`src/rtl/acs_cfg.svh`:
```
// Constants for the converter output stage and clock stabilizer.
// Assumes inclusion by bare name from the package and the modules.
`ifndef ACS_CFG_SVH
`define ACS_CFG_SVH

// Sample word and lane widths
`define ACS_SAMPLE_WIDTH 12
`define ACS_DDR_LANES 6
// Stabilizer counter width and limits
`define ACS_CNT_WIDTH 8
`define ACS_LOCK_CYCLES 8'h64
`define ACS_STOP_CYCLES 8'hFF
`define ACS_PERIOD_TOL 8'h01
`define ACS_CNT_ONE 8'h01
`define ACS_CNT_ZERO 8'h00
// Output mode register codes
`define ACS_OMR_CMOS 2'h0
`define ACS_OMR_DDR_CMOS 2'h1
`define ACS_OMR_DDR_LVDS 2'h2
// LVDS drive current code for the default current
`define ACS_LVDS_CUR_DEFAULT 3'h4

`endif

```
`src/rtl/acs_pkg.sv`:
```
// Types shared by the output stage and the stabilizer.
// Assumes acs_cfg.svh is on the include path.
`include "acs_cfg.svh"

package acs_pkg;
	// Output mode in force
	typedef enum logic [1:0] {
		ACS_MODE_CMOS,
		ACS_MODE_DDR_CMOS,
		ACS_MODE_DDR_LVDS
	} acs_mode_e;

	// One sample word
	typedef logic [`ACS_SAMPLE_WIDTH-1:0] acs_word_t;
	// Stabilizer counter
	typedef logic [`ACS_CNT_WIDTH-1:0] acs_cnt_t;
endpackage

```
`src/rtl/acs_dcs.sv`:
```
// Duty cycle stabilizer: samples the sample clock pin, finds its edges,
// regenerates a 50% internal clock and reports lock.
// Assumes sys_clk far faster than the sample clock.
`timescale 1ns/1ps
`include "acs_cfg.svh"

module acs_dcs
	import acs_pkg::*;
(
	input wire logic sys_clk,
	input wire logic reset,
	input wire logic clk_en,
	input wire logic sample_clock_pos,
	input wire logic dcs_enable,
	output logic int_clk,
	output logic sample_rise,
	output logic dcs_locked
);
	// Pin synchroniser and edge history
	logic sync_a;
	logic sync_b;
	logic sync_c;
	// Cycles since last rising edge
	acs_cnt_t period_cnt;
	// Last measured period
	acs_cnt_t period_meas;
	// Sample clock edges counted since last disturbance
	acs_cnt_t lock_cnt;
	// Enable seen last cycle
	logic dcs_enable_d;
	logic freq_change;
	logic stopped;
	acs_cnt_t new_period;

	// Rising edge read from second and third stages only
	assign sample_rise = sync_b & ~sync_c;
	assign new_period = period_cnt + `ACS_CNT_ONE;
	assign stopped = (period_cnt == `ACS_STOP_CYCLES);
	// Period moved by more than sampling jitter
	assign freq_change = sample_rise &&
		((new_period > period_meas + `ACS_PERIOD_TOL) ||
		(new_period + `ACS_PERIOD_TOL < period_meas));

	// Two-stage synchroniser plus edge history
	always_ff @(posedge sys_clk) begin
		if (reset) begin
			sync_a <= 1'b0;
			sync_b <= 1'b0;
			sync_c <= 1'b0;
		end else if (clk_en) begin
			sync_a <= sample_clock_pos;
			sync_b <= sync_a;
			sync_c <= sync_b;
		end
	end

	// Period measurement, saturating when the clock stops
	always_ff @(posedge sys_clk) begin
		if (reset) begin
			period_cnt <= `ACS_CNT_ZERO;
			period_meas <= `ACS_CNT_ZERO;
		end else if (clk_en) begin
			if (sample_rise) begin
				period_cnt <= `ACS_CNT_ZERO;
				period_meas <= new_period;
			end else if (!stopped) begin
				period_cnt <= new_period;
			end
		end
	end

	always_ff @(posedge sys_clk) begin
		if (reset) begin
			int_clk <= 1'b0;
		end else if (clk_en) begin
			if (!dcs_enable) begin
				// Bypass: follow the raw duty cycle
				int_clk <= sync_b;
			end else if (sample_rise) begin
				int_clk <= 1'b1;
			end else if (period_cnt + `ACS_CNT_ONE >= (period_meas >> 1) || stopped) begin
				int_clk <= 1'b0;
			end
		end
	end

	always_ff @(posedge sys_clk) begin
		if (reset) begin
			lock_cnt <= `ACS_CNT_ZERO;
			dcs_enable_d <= 1'b0;
		end else if (clk_en) begin
			dcs_enable_d <= dcs_enable;
			if (freq_change || stopped || (dcs_enable && !dcs_enable_d)) begin
				lock_cnt <= `ACS_CNT_ZERO;
			end else if (sample_rise && lock_cnt != `ACS_LOCK_CYCLES) begin
				lock_cnt <= lock_cnt + `ACS_CNT_ONE;
			end
		end
	end

	// Bypassed stabilizer never holds samples back
	// Stale count from before enable never reports lock
	assign dcs_locked = !dcs_enable || (dcs_enable_d && lock_cnt == `ACS_LOCK_CYCLES);
endmodule

```
`src/rtl/acs_output_stage.sv`:
```
// Converter digital output stage: mode selection, sample capture and
// full-rate or double-data-rate output with forwarded output clock.
// Assumes conversion results arrive on sys_clk; pins are asynchronous.
`timescale 1ns/1ps
`include "acs_cfg.svh"

module acs_output_stage
	import acs_pkg::*;
(
	// System clock, 100 MHz
	input wire logic sys_clk,
	// Synchronous active-high reset
	input wire logic reset,
	// Freezes all state while low
	input wire logic clk_en,
	// Sample clock pin
	input wire logic sample_clock_pos,
	// Conversion result from the core
	input wire acs_word_t conv_word,
	// Over or underrange of that result
	input wire logic conv_overflow,
	// Programming mode pin, high for parallel
	input wire logic program_mode_select,
	// Chip select pin level
	input wire logic cs_pin_level,
	// Serial clock pin level
	input wire logic sck_pin_level,
	// Output mode register field
	input wire logic [1:0] output_mode_register,
	// LVDS current field of the output mode register
	input wire logic [2:0] lvds_current_register,
	// Stabilizer enable bit of the timing mode register
	input wire logic timing_mode_register,
	// Full-rate sample outputs
	output acs_word_t sample_bits,
	// Shared DDR lines, lowest lane first
	output logic [`ACS_DDR_LANES-1:0] ddr_shared_lines,
	// LVDS complement of the shared lines
	output logic [`ACS_DDR_LANES-1:0] ddr_shared_lines_comp,
	output logic overflow_flag,
	output logic overflow_flag_comp,
	output logic data_output_clock_true,
	output logic data_output_clock_comp,
	// Single-ended drivers active
	output logic cmos_drive_en,
	// Differential drivers active
	output logic lvds_drive_en,
	// LVDS drive current code
	output logic [2:0] lvds_current_code,
	// Samples are settled
	output logic samples_settled
);
	// Synchronised pin levels
	logic prog_a;
	logic prog_b;
	logic cs_a;
	logic cs_b;
	logic sck_a;
	logic sck_b;
	// Resolved selections
	acs_mode_e next_mode;
	acs_mode_e mode;
	logic next_dcs_en;
	logic dcs_en;
	logic [2:0] next_lvds_code;
	// Stabilizer outputs
	logic int_clk;
	logic sample_rise;
	logic dcs_locked;
	// Internal clock history for edge finding
	logic int_clk_d;
	logic clk_fall;
	logic clk_rise;
	// Word captured at the sample edge
	acs_word_t cap_word;
	logic cap_overflow;
	// Word being sent on the DDR lanes
	acs_word_t hold_word;

	// Pin synchronisers, two stages each
	always_ff @(posedge sys_clk) begin
		if (reset) begin
			prog_a <= 1'b0;
			prog_b <= 1'b0;
			cs_a <= 1'b0;
			cs_b <= 1'b0;
			sck_a <= 1'b0;
			sck_b <= 1'b0;
		end else if (clk_en) begin
			prog_a <= program_mode_select;
			prog_b <= prog_a;
			cs_a <= cs_pin_level;
			cs_b <= cs_a;
			sck_a <= sck_pin_level;
			sck_b <= sck_a;
		end
	end

	// Mode and stabilizer source selection
	always_comb begin
		next_mode = ACS_MODE_CMOS;
		next_dcs_en = 1'b0;
		next_lvds_code = `ACS_LVDS_CUR_DEFAULT;
		if (prog_b) begin
			next_mode = sck_b ? ACS_MODE_DDR_LVDS : ACS_MODE_CMOS;
			next_dcs_en = cs_b;
		end else begin
			next_dcs_en = timing_mode_register;
			next_lvds_code = lvds_current_register;
			case (output_mode_register)
				`ACS_OMR_CMOS: begin
					next_mode = ACS_MODE_CMOS;
				end
				`ACS_OMR_DDR_CMOS: begin
					next_mode = ACS_MODE_DDR_CMOS;
				end
				`ACS_OMR_DDR_LVDS: begin
					next_mode = ACS_MODE_DDR_LVDS;
				end
				default: begin
					// Unused code falls back to full rate
					next_mode = ACS_MODE_CMOS;
				end
			endcase
		end
	end

	// Registered selections and driver enables
	always_ff @(posedge sys_clk) begin
		if (reset) begin
			mode <= ACS_MODE_CMOS;
			dcs_en <= 1'b0;
			lvds_current_code <= `ACS_LVDS_CUR_DEFAULT;
			cmos_drive_en <= 1'b1;
			lvds_drive_en <= 1'b0;
		end else if (clk_en) begin
			mode <= next_mode;
			dcs_en <= next_dcs_en;
			lvds_current_code <= next_lvds_code;
			cmos_drive_en <= (next_mode != ACS_MODE_DDR_LVDS);
			lvds_drive_en <= (next_mode == ACS_MODE_DDR_LVDS);
		end
	end

	// Stabilizer and sample clock edge finder
	acs_dcs u_dcs (
		.sys_clk(sys_clk),
		.reset(reset),
		.clk_en(clk_en),
		.sample_clock_pos(sample_clock_pos),
		.dcs_enable(dcs_en),
		.int_clk(int_clk),
		.sample_rise(sample_rise),
		.dcs_locked(dcs_locked)
	);

	// Edges of the internal clock
	assign clk_fall = int_clk_d & ~int_clk;
	assign clk_rise = ~int_clk_d & int_clk;

	// Internal clock history
	always_ff @(posedge sys_clk) begin
		if (reset) begin
			int_clk_d <= 1'b0;
		end else if (clk_en) begin
			int_clk_d <= int_clk;
		end
	end

	// Capture one conversion at the sample edge
	always_ff @(posedge sys_clk) begin
		if (reset) begin
			cap_word <= '0;
			cap_overflow <= 1'b0;
		end else if (clk_en && sample_rise) begin
			cap_word <= conv_word;
			cap_overflow <= conv_overflow;
		end
	end

	// Forwarded output clock, true and complement
	always_ff @(posedge sys_clk) begin
		if (reset) begin
			data_output_clock_true <= 1'b0;
			data_output_clock_comp <= 1'b1;
		end else if (clk_en) begin
			data_output_clock_true <= int_clk;
			data_output_clock_comp <= ~int_clk;
		end
	end

	always_ff @(posedge sys_clk) begin
		if (reset) begin
			samples_settled <= 1'b0;
		end else if (clk_en) begin
			samples_settled <= dcs_locked;
		end
	end

	always_ff @(posedge sys_clk) begin
		if (reset) begin
			sample_bits <= '0;
			hold_word <= '0;
			overflow_flag <= 1'b0;
			overflow_flag_comp <= 1'b1;
		end else if (clk_en && clk_fall) begin
			hold_word <= cap_word;
			overflow_flag <= cap_overflow;
			overflow_flag_comp <= ~cap_overflow;
			sample_bits <= (mode == ACS_MODE_CMOS) ? cap_word : '0;
		end else if (clk_en && mode != ACS_MODE_CMOS) begin
			// Full-rate lines cleared at once in DDR modes
			sample_bits <= '0;
		end
	end

	// Per-lane DDR multiplexing
	genvar lane;
	generate
		for (lane = 0; lane < `ACS_DDR_LANES; lane = lane + 1) begin : g_lane
			always_ff @(posedge sys_clk) begin
				if (reset) begin
					ddr_shared_lines[lane] <= 1'b0;
					ddr_shared_lines_comp[lane] <= 1'b1;
				end else if (clk_en) begin
					if (mode == ACS_MODE_CMOS) begin
						// Lanes idle in full-rate mode
						ddr_shared_lines[lane] <= 1'b0;
						ddr_shared_lines_comp[lane] <= 1'b1;
					end else if (clk_fall) begin
						// Even bit straight from the new word
						ddr_shared_lines[lane] <= cap_word[2*lane];
						ddr_shared_lines_comp[lane] <= ~cap_word[2*lane];
					end else if (clk_rise) begin
						// Odd bit of the same held word
						ddr_shared_lines[lane] <= hold_word[2*lane+1];
						ddr_shared_lines_comp[lane] <= ~hold_word[2*lane+1];
					end
				end
			end
		end
	endgenerate
endmodule

```
`config.mk`:
```
export PLATFORM = sky130hd
export DESIGN_NAME = acs_output_stage
export DESIGN_NICKNAME = d
export VERILOG_FILES = /design/src/rtl/acs_pkg.sv /design/src/rtl/acs_dcs.sv /design/src/rtl/acs_output_stage.sv
export VERILOG_INCLUDE_DIRS = /design/src /design/src/rtl
export SDC_FILE = /design/constraint.sdc
export NUM_CORES = 1
export LEC_CHECK = 0
export BUFFER_PORTS_ARGS = -buffer_cell sky130_fd_sc_hd__buf_2
export CORE_UTILIZATION = 52
export DETAILED_ROUTE_END_ITERATION = 8
export PLACE_DENSITY = 0.76
export SLEW_MARGIN = 25
export SYNTH_ARGS = -nofsm -noshare
export SYNTH_HDL_FRONTEND = slang
export SYNTH_SLANG_ARGS = --single-unit
```
`constraint.sdc`:
```
create_clock -name sys_clk -period 3.8 [get_ports sys_clk]
set_clock_uncertainty 0.2 [all_clocks]
set_input_delay 0.57 -clock sys_clk [delete_from_list [all_inputs] [get_ports sys_clk]]
set_output_delay 0.57 -clock sys_clk [all_outputs]
set_load 0.01 [all_outputs]
```
# Word-level counts from Yosys, hierarchy flattened
# Index checks and enable logic that the tools add are counted.
[totals]
memories = 0
rom_bits = 0
out_inout_bits = 34
reg_bits = 97
latchBits = 0
ramBits = 0
elab_cells = 150
[classes]
n_eq_ne = 9
n_bitwise = 19
n_shift = 0
n_mul = 0
mux = 51
order_cmp = 3
addsub = 4
n_reduce_logical = 24
div = 0
[ops]
columns = ["op", "count"]
rows = [
  ["1-bit 2-to-1 mux", 40],
  ["12-bit 2-to-1 mux", 3],
  ["8-bit by 1-bit adder with 8-bit output (second input constant)", 4],
  ["8-bit 2-to-1 mux", 4],
  ["1-bit NOT", 16],
  ["2-bit AND reduction", 5],
  ["8-bit by 7-bit equality test with 1-bit output (second input constant)", 1],
  ["8-bit equality test (second input constant)", 1],
  ["8-bit by 7-bit greater-or-equal comparator with 1-bit output", 1],
  ["8-bit > comparator", 1],
  ["8-bit less-than comparator", 1],
  ["8-bit by 7-bit != test with 1-bit output (second input constant)", 1],
  ["1-bit logical AND", 7],
  ["2-bit nonzero test", 3],
  ["1-bit logical OR", 5],
  ["2-bit equality test (second input constant)", 2],
  ["2-bit 2-to-1 mux", 2],
  ["2-bit != test (second input constant)", 2],
  ["2-bit case mux with 2 select lines", 1],
  ["1-bit bitwise AND", 3],
  ["3-bit 2-to-1 mux", 1],
  ["3-bit by 1-bit != test with 1-bit output (second input constant)", 1],
  ["3-bit nonzero test", 1],
  ["2-bit by 1-bit equality test with 1-bit output (second input constant)", 1],
  ["other kinds (2)", 3],
]

# Depth between registers and ports, before layout
[logic_depth]
depth_word = 9
mapped_depth = 16
ltp_nobuf = 15

# By module
# From an unflattened synthesis, not the netlist that was laid out.
[unflattened]
cells_unflattened = 489
hier_area_um2 = 4384.2
[modules_own_cells]
columns = ["mod", "cells_per_inst", "n_inst", "seq_area_each_um2", "area_each_um2"]
rows = [
  ["acs_output_stage", 234, 1, 1241.2, 2227.1],
  ["acs_dcs", 255, 1, 580.6, 2157.1],
]

# Worst setup path before layout
# Ideal clock, no wire load.
[synth_timing]
kind = "reg2reg"
startpoint = "register u_dcs.period_cnt[0]"
endpoint = "register u_dcs.lock_cnt[5]"
setup_slack_ps = 309
stages_incl_launch_ff = 15
t_required_ps = 3477
path_buffers = 0
setup_ps = 123
t_arrival_ps = 3169
path_cell_list = "dfxtp_1 -> inv_1 -> ha_1 -> inv_1 -> nand3_1 -> nor3_1 -> xnor2_1 -> ha_1 -> a2111oi_0 -> o21ai_0 -> a221oi_1 -> o32a_1 -> a21oi_2 -> and3_2 -> a221o_2"
[synth_via]
elab_chain_cells = 9
word_cells_on_any_way = 12
cone_classes = "add/sub (2); order compare (2); eq/ne (1); mux (1); reduce/logical (6)"
[synth_rtl]
columns = ["item", "line_no", "text"]
rows = [
  ["start, declared", "acs_dcs.sv:24", "acs_cnt_t period_cnt;"],
  ["start signal, assigned", "acs_dcs.sv:60", "period_cnt <= `ACS_CNT_ZERO;"],
  ["start signal, assigned", "acs_dcs.sv:64", "period_cnt <= `ACS_CNT_ZERO;"],
  ["start signal, assigned", "acs_dcs.sv:67", "period_cnt <= new_period;"],
  ["8-bit by 1-bit adder with 8-bit output (no line) (*)", "n/a", ""],
  ["net u_dcs.new_period[0]", "acs_dcs.sv:33", "acs_cnt_t new_period;"],
  ["8-bit by 1-bit adder with 8-bit output (no line)", "n/a", ""],
  ["8-bit less-than comparator", "acs_dcs.sv:42", "(new_period + `ACS_PERIOD_TOL < period_meas));"],
  ["1-bit logical OR (*)", "acs_dcs.sv:41", "((new_period > period_meas + `ACS_PERIOD_TOL) ||"],
  ["1-bit logical AND (*)", "acs_dcs.sv:40", "assign freq_change = sample_rise &&"],
  ["1-bit logical OR (*) (2 in a row)", "acs_dcs.sv:93", "if (freq_change || stopped || (dcs_enable && !dcs_enable_d)) begin"],
  ["2-bit nonzero test (no line)", "n/a", ""],
  ["2-bit AND reduction (no line)", "n/a", ""],
  ["end signal, assigned", "acs_dcs.sv:89", "lock_cnt <= `ACS_CNT_ZERO;"],
  ["end signal, assigned", "acs_dcs.sv:94", "lock_cnt <= `ACS_CNT_ZERO;"],
  ["end signal, assigned", "acs_dcs.sv:96", "lock_cnt <= lock_cnt + `ACS_CNT_ONE;"],
  ["end, declared", "acs_dcs.sv:28", "acs_cnt_t lock_cnt;"],
]
# The timed path passes the listed nets; every way through them passes the cells marked *.
# A chain may end at the register's enable or synchronous reset.

# Worst setup path in the final report
[layout_timing]
startpoint = "register u_dcs.period_cnt[2]"
endpoint = "register u_dcs.lock_cnt[5]"
# The elaborated chain is that of the path after synthesis.

==> metrics.md <==
| Metric | Value |
|---|---|
| Setup bufs post-CTS | 0 |
| Peak clock frequency supported by timing | roughly 0.28 GHz |
| Area of the core | 8260 um2 |
| Synthesized instance count | 521 |
| Starting utilization of the core area | 0.539 |
| Worst supply voltage drop on vdd | about 0.26 mV |
| Net Count, Synth | 575 |
| Power density over cell area | ~360 nW/um2 |
| Number of cell rows | 33 |
| Critical-path cell list | nand3_1 -> xor2_2 -> inv_1 -> and3_1 -> xnor2_1 -> ha_1 -> a2111oi_1 -> o21ai_1 -> a221oi_2 -> o32a_1 -> a21oi_2 -> and3_2 -> a221o_2 |
| Endpoint class of the critical path | register |
| Vert. Die Dim | 94.6 um |
| Via density per instance | 5.48 |
| Endpoints failing setup | 0 |
| Netlist Area Pre-Place | 4450 um2 |
| Placer's final routability congestion estimate | 0.877 |
| Die footprint | 8940 um2 |
| Length of the first detailed-routing pass in iterations | 5 |
| Clock transition time at the flip-flop clock pins of the worst setup and hold paths | roughly 0.11 ns |
| Critical path depth in cells | 13 |
| Number of enable-type register cells in the synthesized netlist | 0 |
| Arrival time worst endpoint | 3.61 ns |
| CTS tree | built |
| Htree depth | 3 |
| Amount of wire on met2 after detailed routing | 4.63 mm |
| Worst-Skew Late Latency | between 0.3 and 0.4 ns |
| Vias in the first global route | approximately 3500 |
| Hold crit path type | in2reg |
| Wire length of the first global-routing pass | 16.3 mm |
| CP delay by family, top | compound AO/OA/AOI/OAI gates |
| Largest net degree at the start of global routing | 51 |
| Post-synth top area share | 0.409 |
| # diodes | 0 |
| Wire length on met1 | 4.43 mm |
| Fraction of the yosys area taken by sequential cells | 0.409 |
| Violation count after the first detailed-route iteration | 244 |
| Core utilization of the finished layout | 0.616 |
| Fin. Hold Viols | 0 |
| GRT overflow | 0 |
| Bufs and invs on worst path | 1 |
| CP max-delay cell | sky130_fd_sc_hd__dfxtp_1 |
| Total routed wirelength | approximately 10 mm |
| Final number of max-transition violations | 0 |
| Cell variety after synth | between 50 and 60 |
| Final worst-path cycle share | 0.935 |
| Cell type contributing the most total cell area after synthesis | sky130_fd_sc_hd__dfxtp_1 |
| Hold buffer count at CTS | 0 |
| Library cell with the highest instance count after synthesis | sky130_fd_sc_hd__dfxtp_1 |
| Reg2Reg Depth | 13 |
| Pre-CTS setup slack | -0.0135 ns |
| Yosys Warn Count | 0 |
| DRC violation count after routing | 0 |
| Mean post-synth cell area | 8.55 um2 |
| Count of port buffers added during placement | 59 |
| Amount of wire on met3 after detailed routing | between 500 and 600 um |
| Uppermost routed layer | met4 |
| Post-route total power | 1840 uW |
| Setup slack after layout | ~0.25 ns |
| HPWL Detailed | approximately 7 mm |
| Root buffer cell | sky130_fd_sc_hd__clkbuf_8 |
| Total track usage | 0.230 |
| Share of synthesized flip-flops with an asynchronous set or reset | 0 |
| Net count, final | 631 |
| Clock buffers created by TritonCTS | 9 |
| Number of buffers on the longest clock path | 2 |
| Category of the worst setup path launch point | register |
| Commonest cells in the synthesized netlist | 91 x sky130_fd_sc_hd__dfxtp_1, 76 x sky130_fd_sc_hd__nor2_1, 52 x sky130_fd_sc_hd__nand2_1, 45 x sky130_fd_sc_hd__a21oi_1, 28 x sky130_fd_sc_hd__ha_1 |
| Antenna violations before repair | 0 |
| Detail Route Antenna Nets | 0 |
| Routed wire per std cell | roughly 14 um |
| Leakage power total | 0.00208 uW |
| Total vias in the final route | 3762 |
| Ratio of cells with drive above 1 in the final layout | 0.191 |
| Num ports | 60 |
| Required time of the critical path | 3.86 ns |
| Synthesis-stage register bit count | 91 |
| Area Growth Syn to Fin | 14.3% |
| Cell types with the largest area share after synthesis | sky130_fd_sc_hd__dfxtp_1 41%, sky130_fd_sc_hd__ha_1 7.9%, sky130_fd_sc_hd__nor2_1 6.4% |
| Maxcap violations | 0 |
| Crit-path max FO | 7 |
| Type of the setup path with the least slack | reg2reg |
| Number of stages on the worst hold path | 3 |
| CP max stage delay | approximately 0.52 ns |
| X dimension of the die | 94.6 um |
| Primary FF master, synth | sky130_fd_sc_hd__dfxtp_1 |
| Unrepaired setup endpoints after global routing | false |
| Slew at the pin closest to its max-slew limit | 0.895 ns |
| Status | completed |
| Worst slew margin | 0.401 |
| CTS sink cnt | 91 |
| Period minus WS final | about 3.6 ns |
-- cell families (layout without fill, tap and decap cells) --
kind of cell    count (synthesis)  after routing  share of synthesized area
mux                            20             20                     0.0455
fa+ha+maj                      28             28                     0.0787
xor+xnor                       23             23                     0.0537
flops                          91             91                      0.409
simple gates                  196            196                      0.201
buf+inv                        51            112                     0.0478
compound gates                112            112                      0.164
-- path summary, 6_finish.rpt --
check	startpoint	end	slack, ns
setup / recovery	u_dcs.period_cnt[2]	u_dcs.lock_cnt[5]	0.25
hold / removal	conv_word[6]	cap_word[6]	0.22
setup reg to reg	u_dcs.period_cnt[2]	u_dcs.lock_cnt[5]	0.25
hold reg to reg	ddr_shared_lines_comp[2]	ddr_shared_lines_comp[2]	0.26
-- flip-flops by register name (all words and copies together) (netlist names), 2 cells and up --
| register | cells |
|---|---|
| u_dcs.period_meas | 8 |
| ddr_shared_lines_comp | 6 |
| hold_word | 6 |
| sample_bits | 12 |
| mode | 2 |
| u_dcs.period_cnt | 8 |
| cap_word | 12 |
| u_dcs.lock_cnt | 8 |
| ddr_shared_lines | 6 |
| lvds_current_code | 3 |
-- cells in the final DEF, fill, tap and decap left out, drive strengths merged, types with 8 or more instances in the layout --
cell type | Yosys | routed
nand2b | 10 | 10
dfxtp | 91 | 91
a21oi | 46 | 46
a22oi | 12 | 12
a211oi | 8 | 8
a21o | 10 | 10
nor2 | 76 | 76
nor3 | 9 | 9
ha | 28 | 28
inv | 23 | 26
clkbuf | 22 | 9
xnor2 | 16 | 16
o21ai | 10 | 10
mux2i | 18 | 18
buf | 5 | 72
nand2 | 52 | 52
nand3 | 22 | 22
-- worst reg2reg max path, delay by kind of cell, from the launching register on --
kind                     cells  cell delay (ns)
AO/OA/AOI/OAI                6             1.36
buffers and inverters        1             0.14
AND/OR/NAND/NOR              3             0.64
adder cells (fa/ha/maj)      1             0.19
flip-flops                   1             0.52
XOR/XNOR                     2             0.40
-- final cells by class --
| class | count | area [um2] |
|---|---|---|
| clock buffer | 9 | 124 |
| multi-input combinational | 379 | 2450 |
| fill | 732 | 3170 |
| inverter | 24 | 95.1 |
| sequential | 91 | 1820 |
| tap | 105 | 131 |
| clock inverter | 7 | 70.1 |
| timing repair buffer | 72 | 393 |
-- repair_timing --
action	CTS	global route
resized for setup	1	9
pin swaps	0	0
hold endpoints to repair	0	0
setup endpoints to repair	1	8
-- where the power goes --
| part | switching (uW) | internal [uW] | total [uW] |
|---|---|---|---|
| Clock | 381 | 254 | 636 |
| Sequential | 17.5 | 978 | 995 |
| Combinational | 117 | 89.3 | 206 |
| Total | 515 | 1320 | 1840 |
-- routing by layer --
layer,GRT usage,vias up
met2,0.359,98
met3,0.0507,13
met5,0,-
met1,0.312,1750
met4,0.0795,0
li1,-,1901
-- metrics by stage --
stage	instances	cell area, um2	TNS [ns]	hold slack, ns
after floorplan	521	4450	0	0.232
after global placement	671	4860	0	0.232
after detailed placement	671	4860	-0.0135	0.238
after CTS	687	5060	0	0.211
after global routing	687	5090	0	0.221
final	687	5090	0	0.225
No activity file was read; power rests on OpenSTA's default activity.
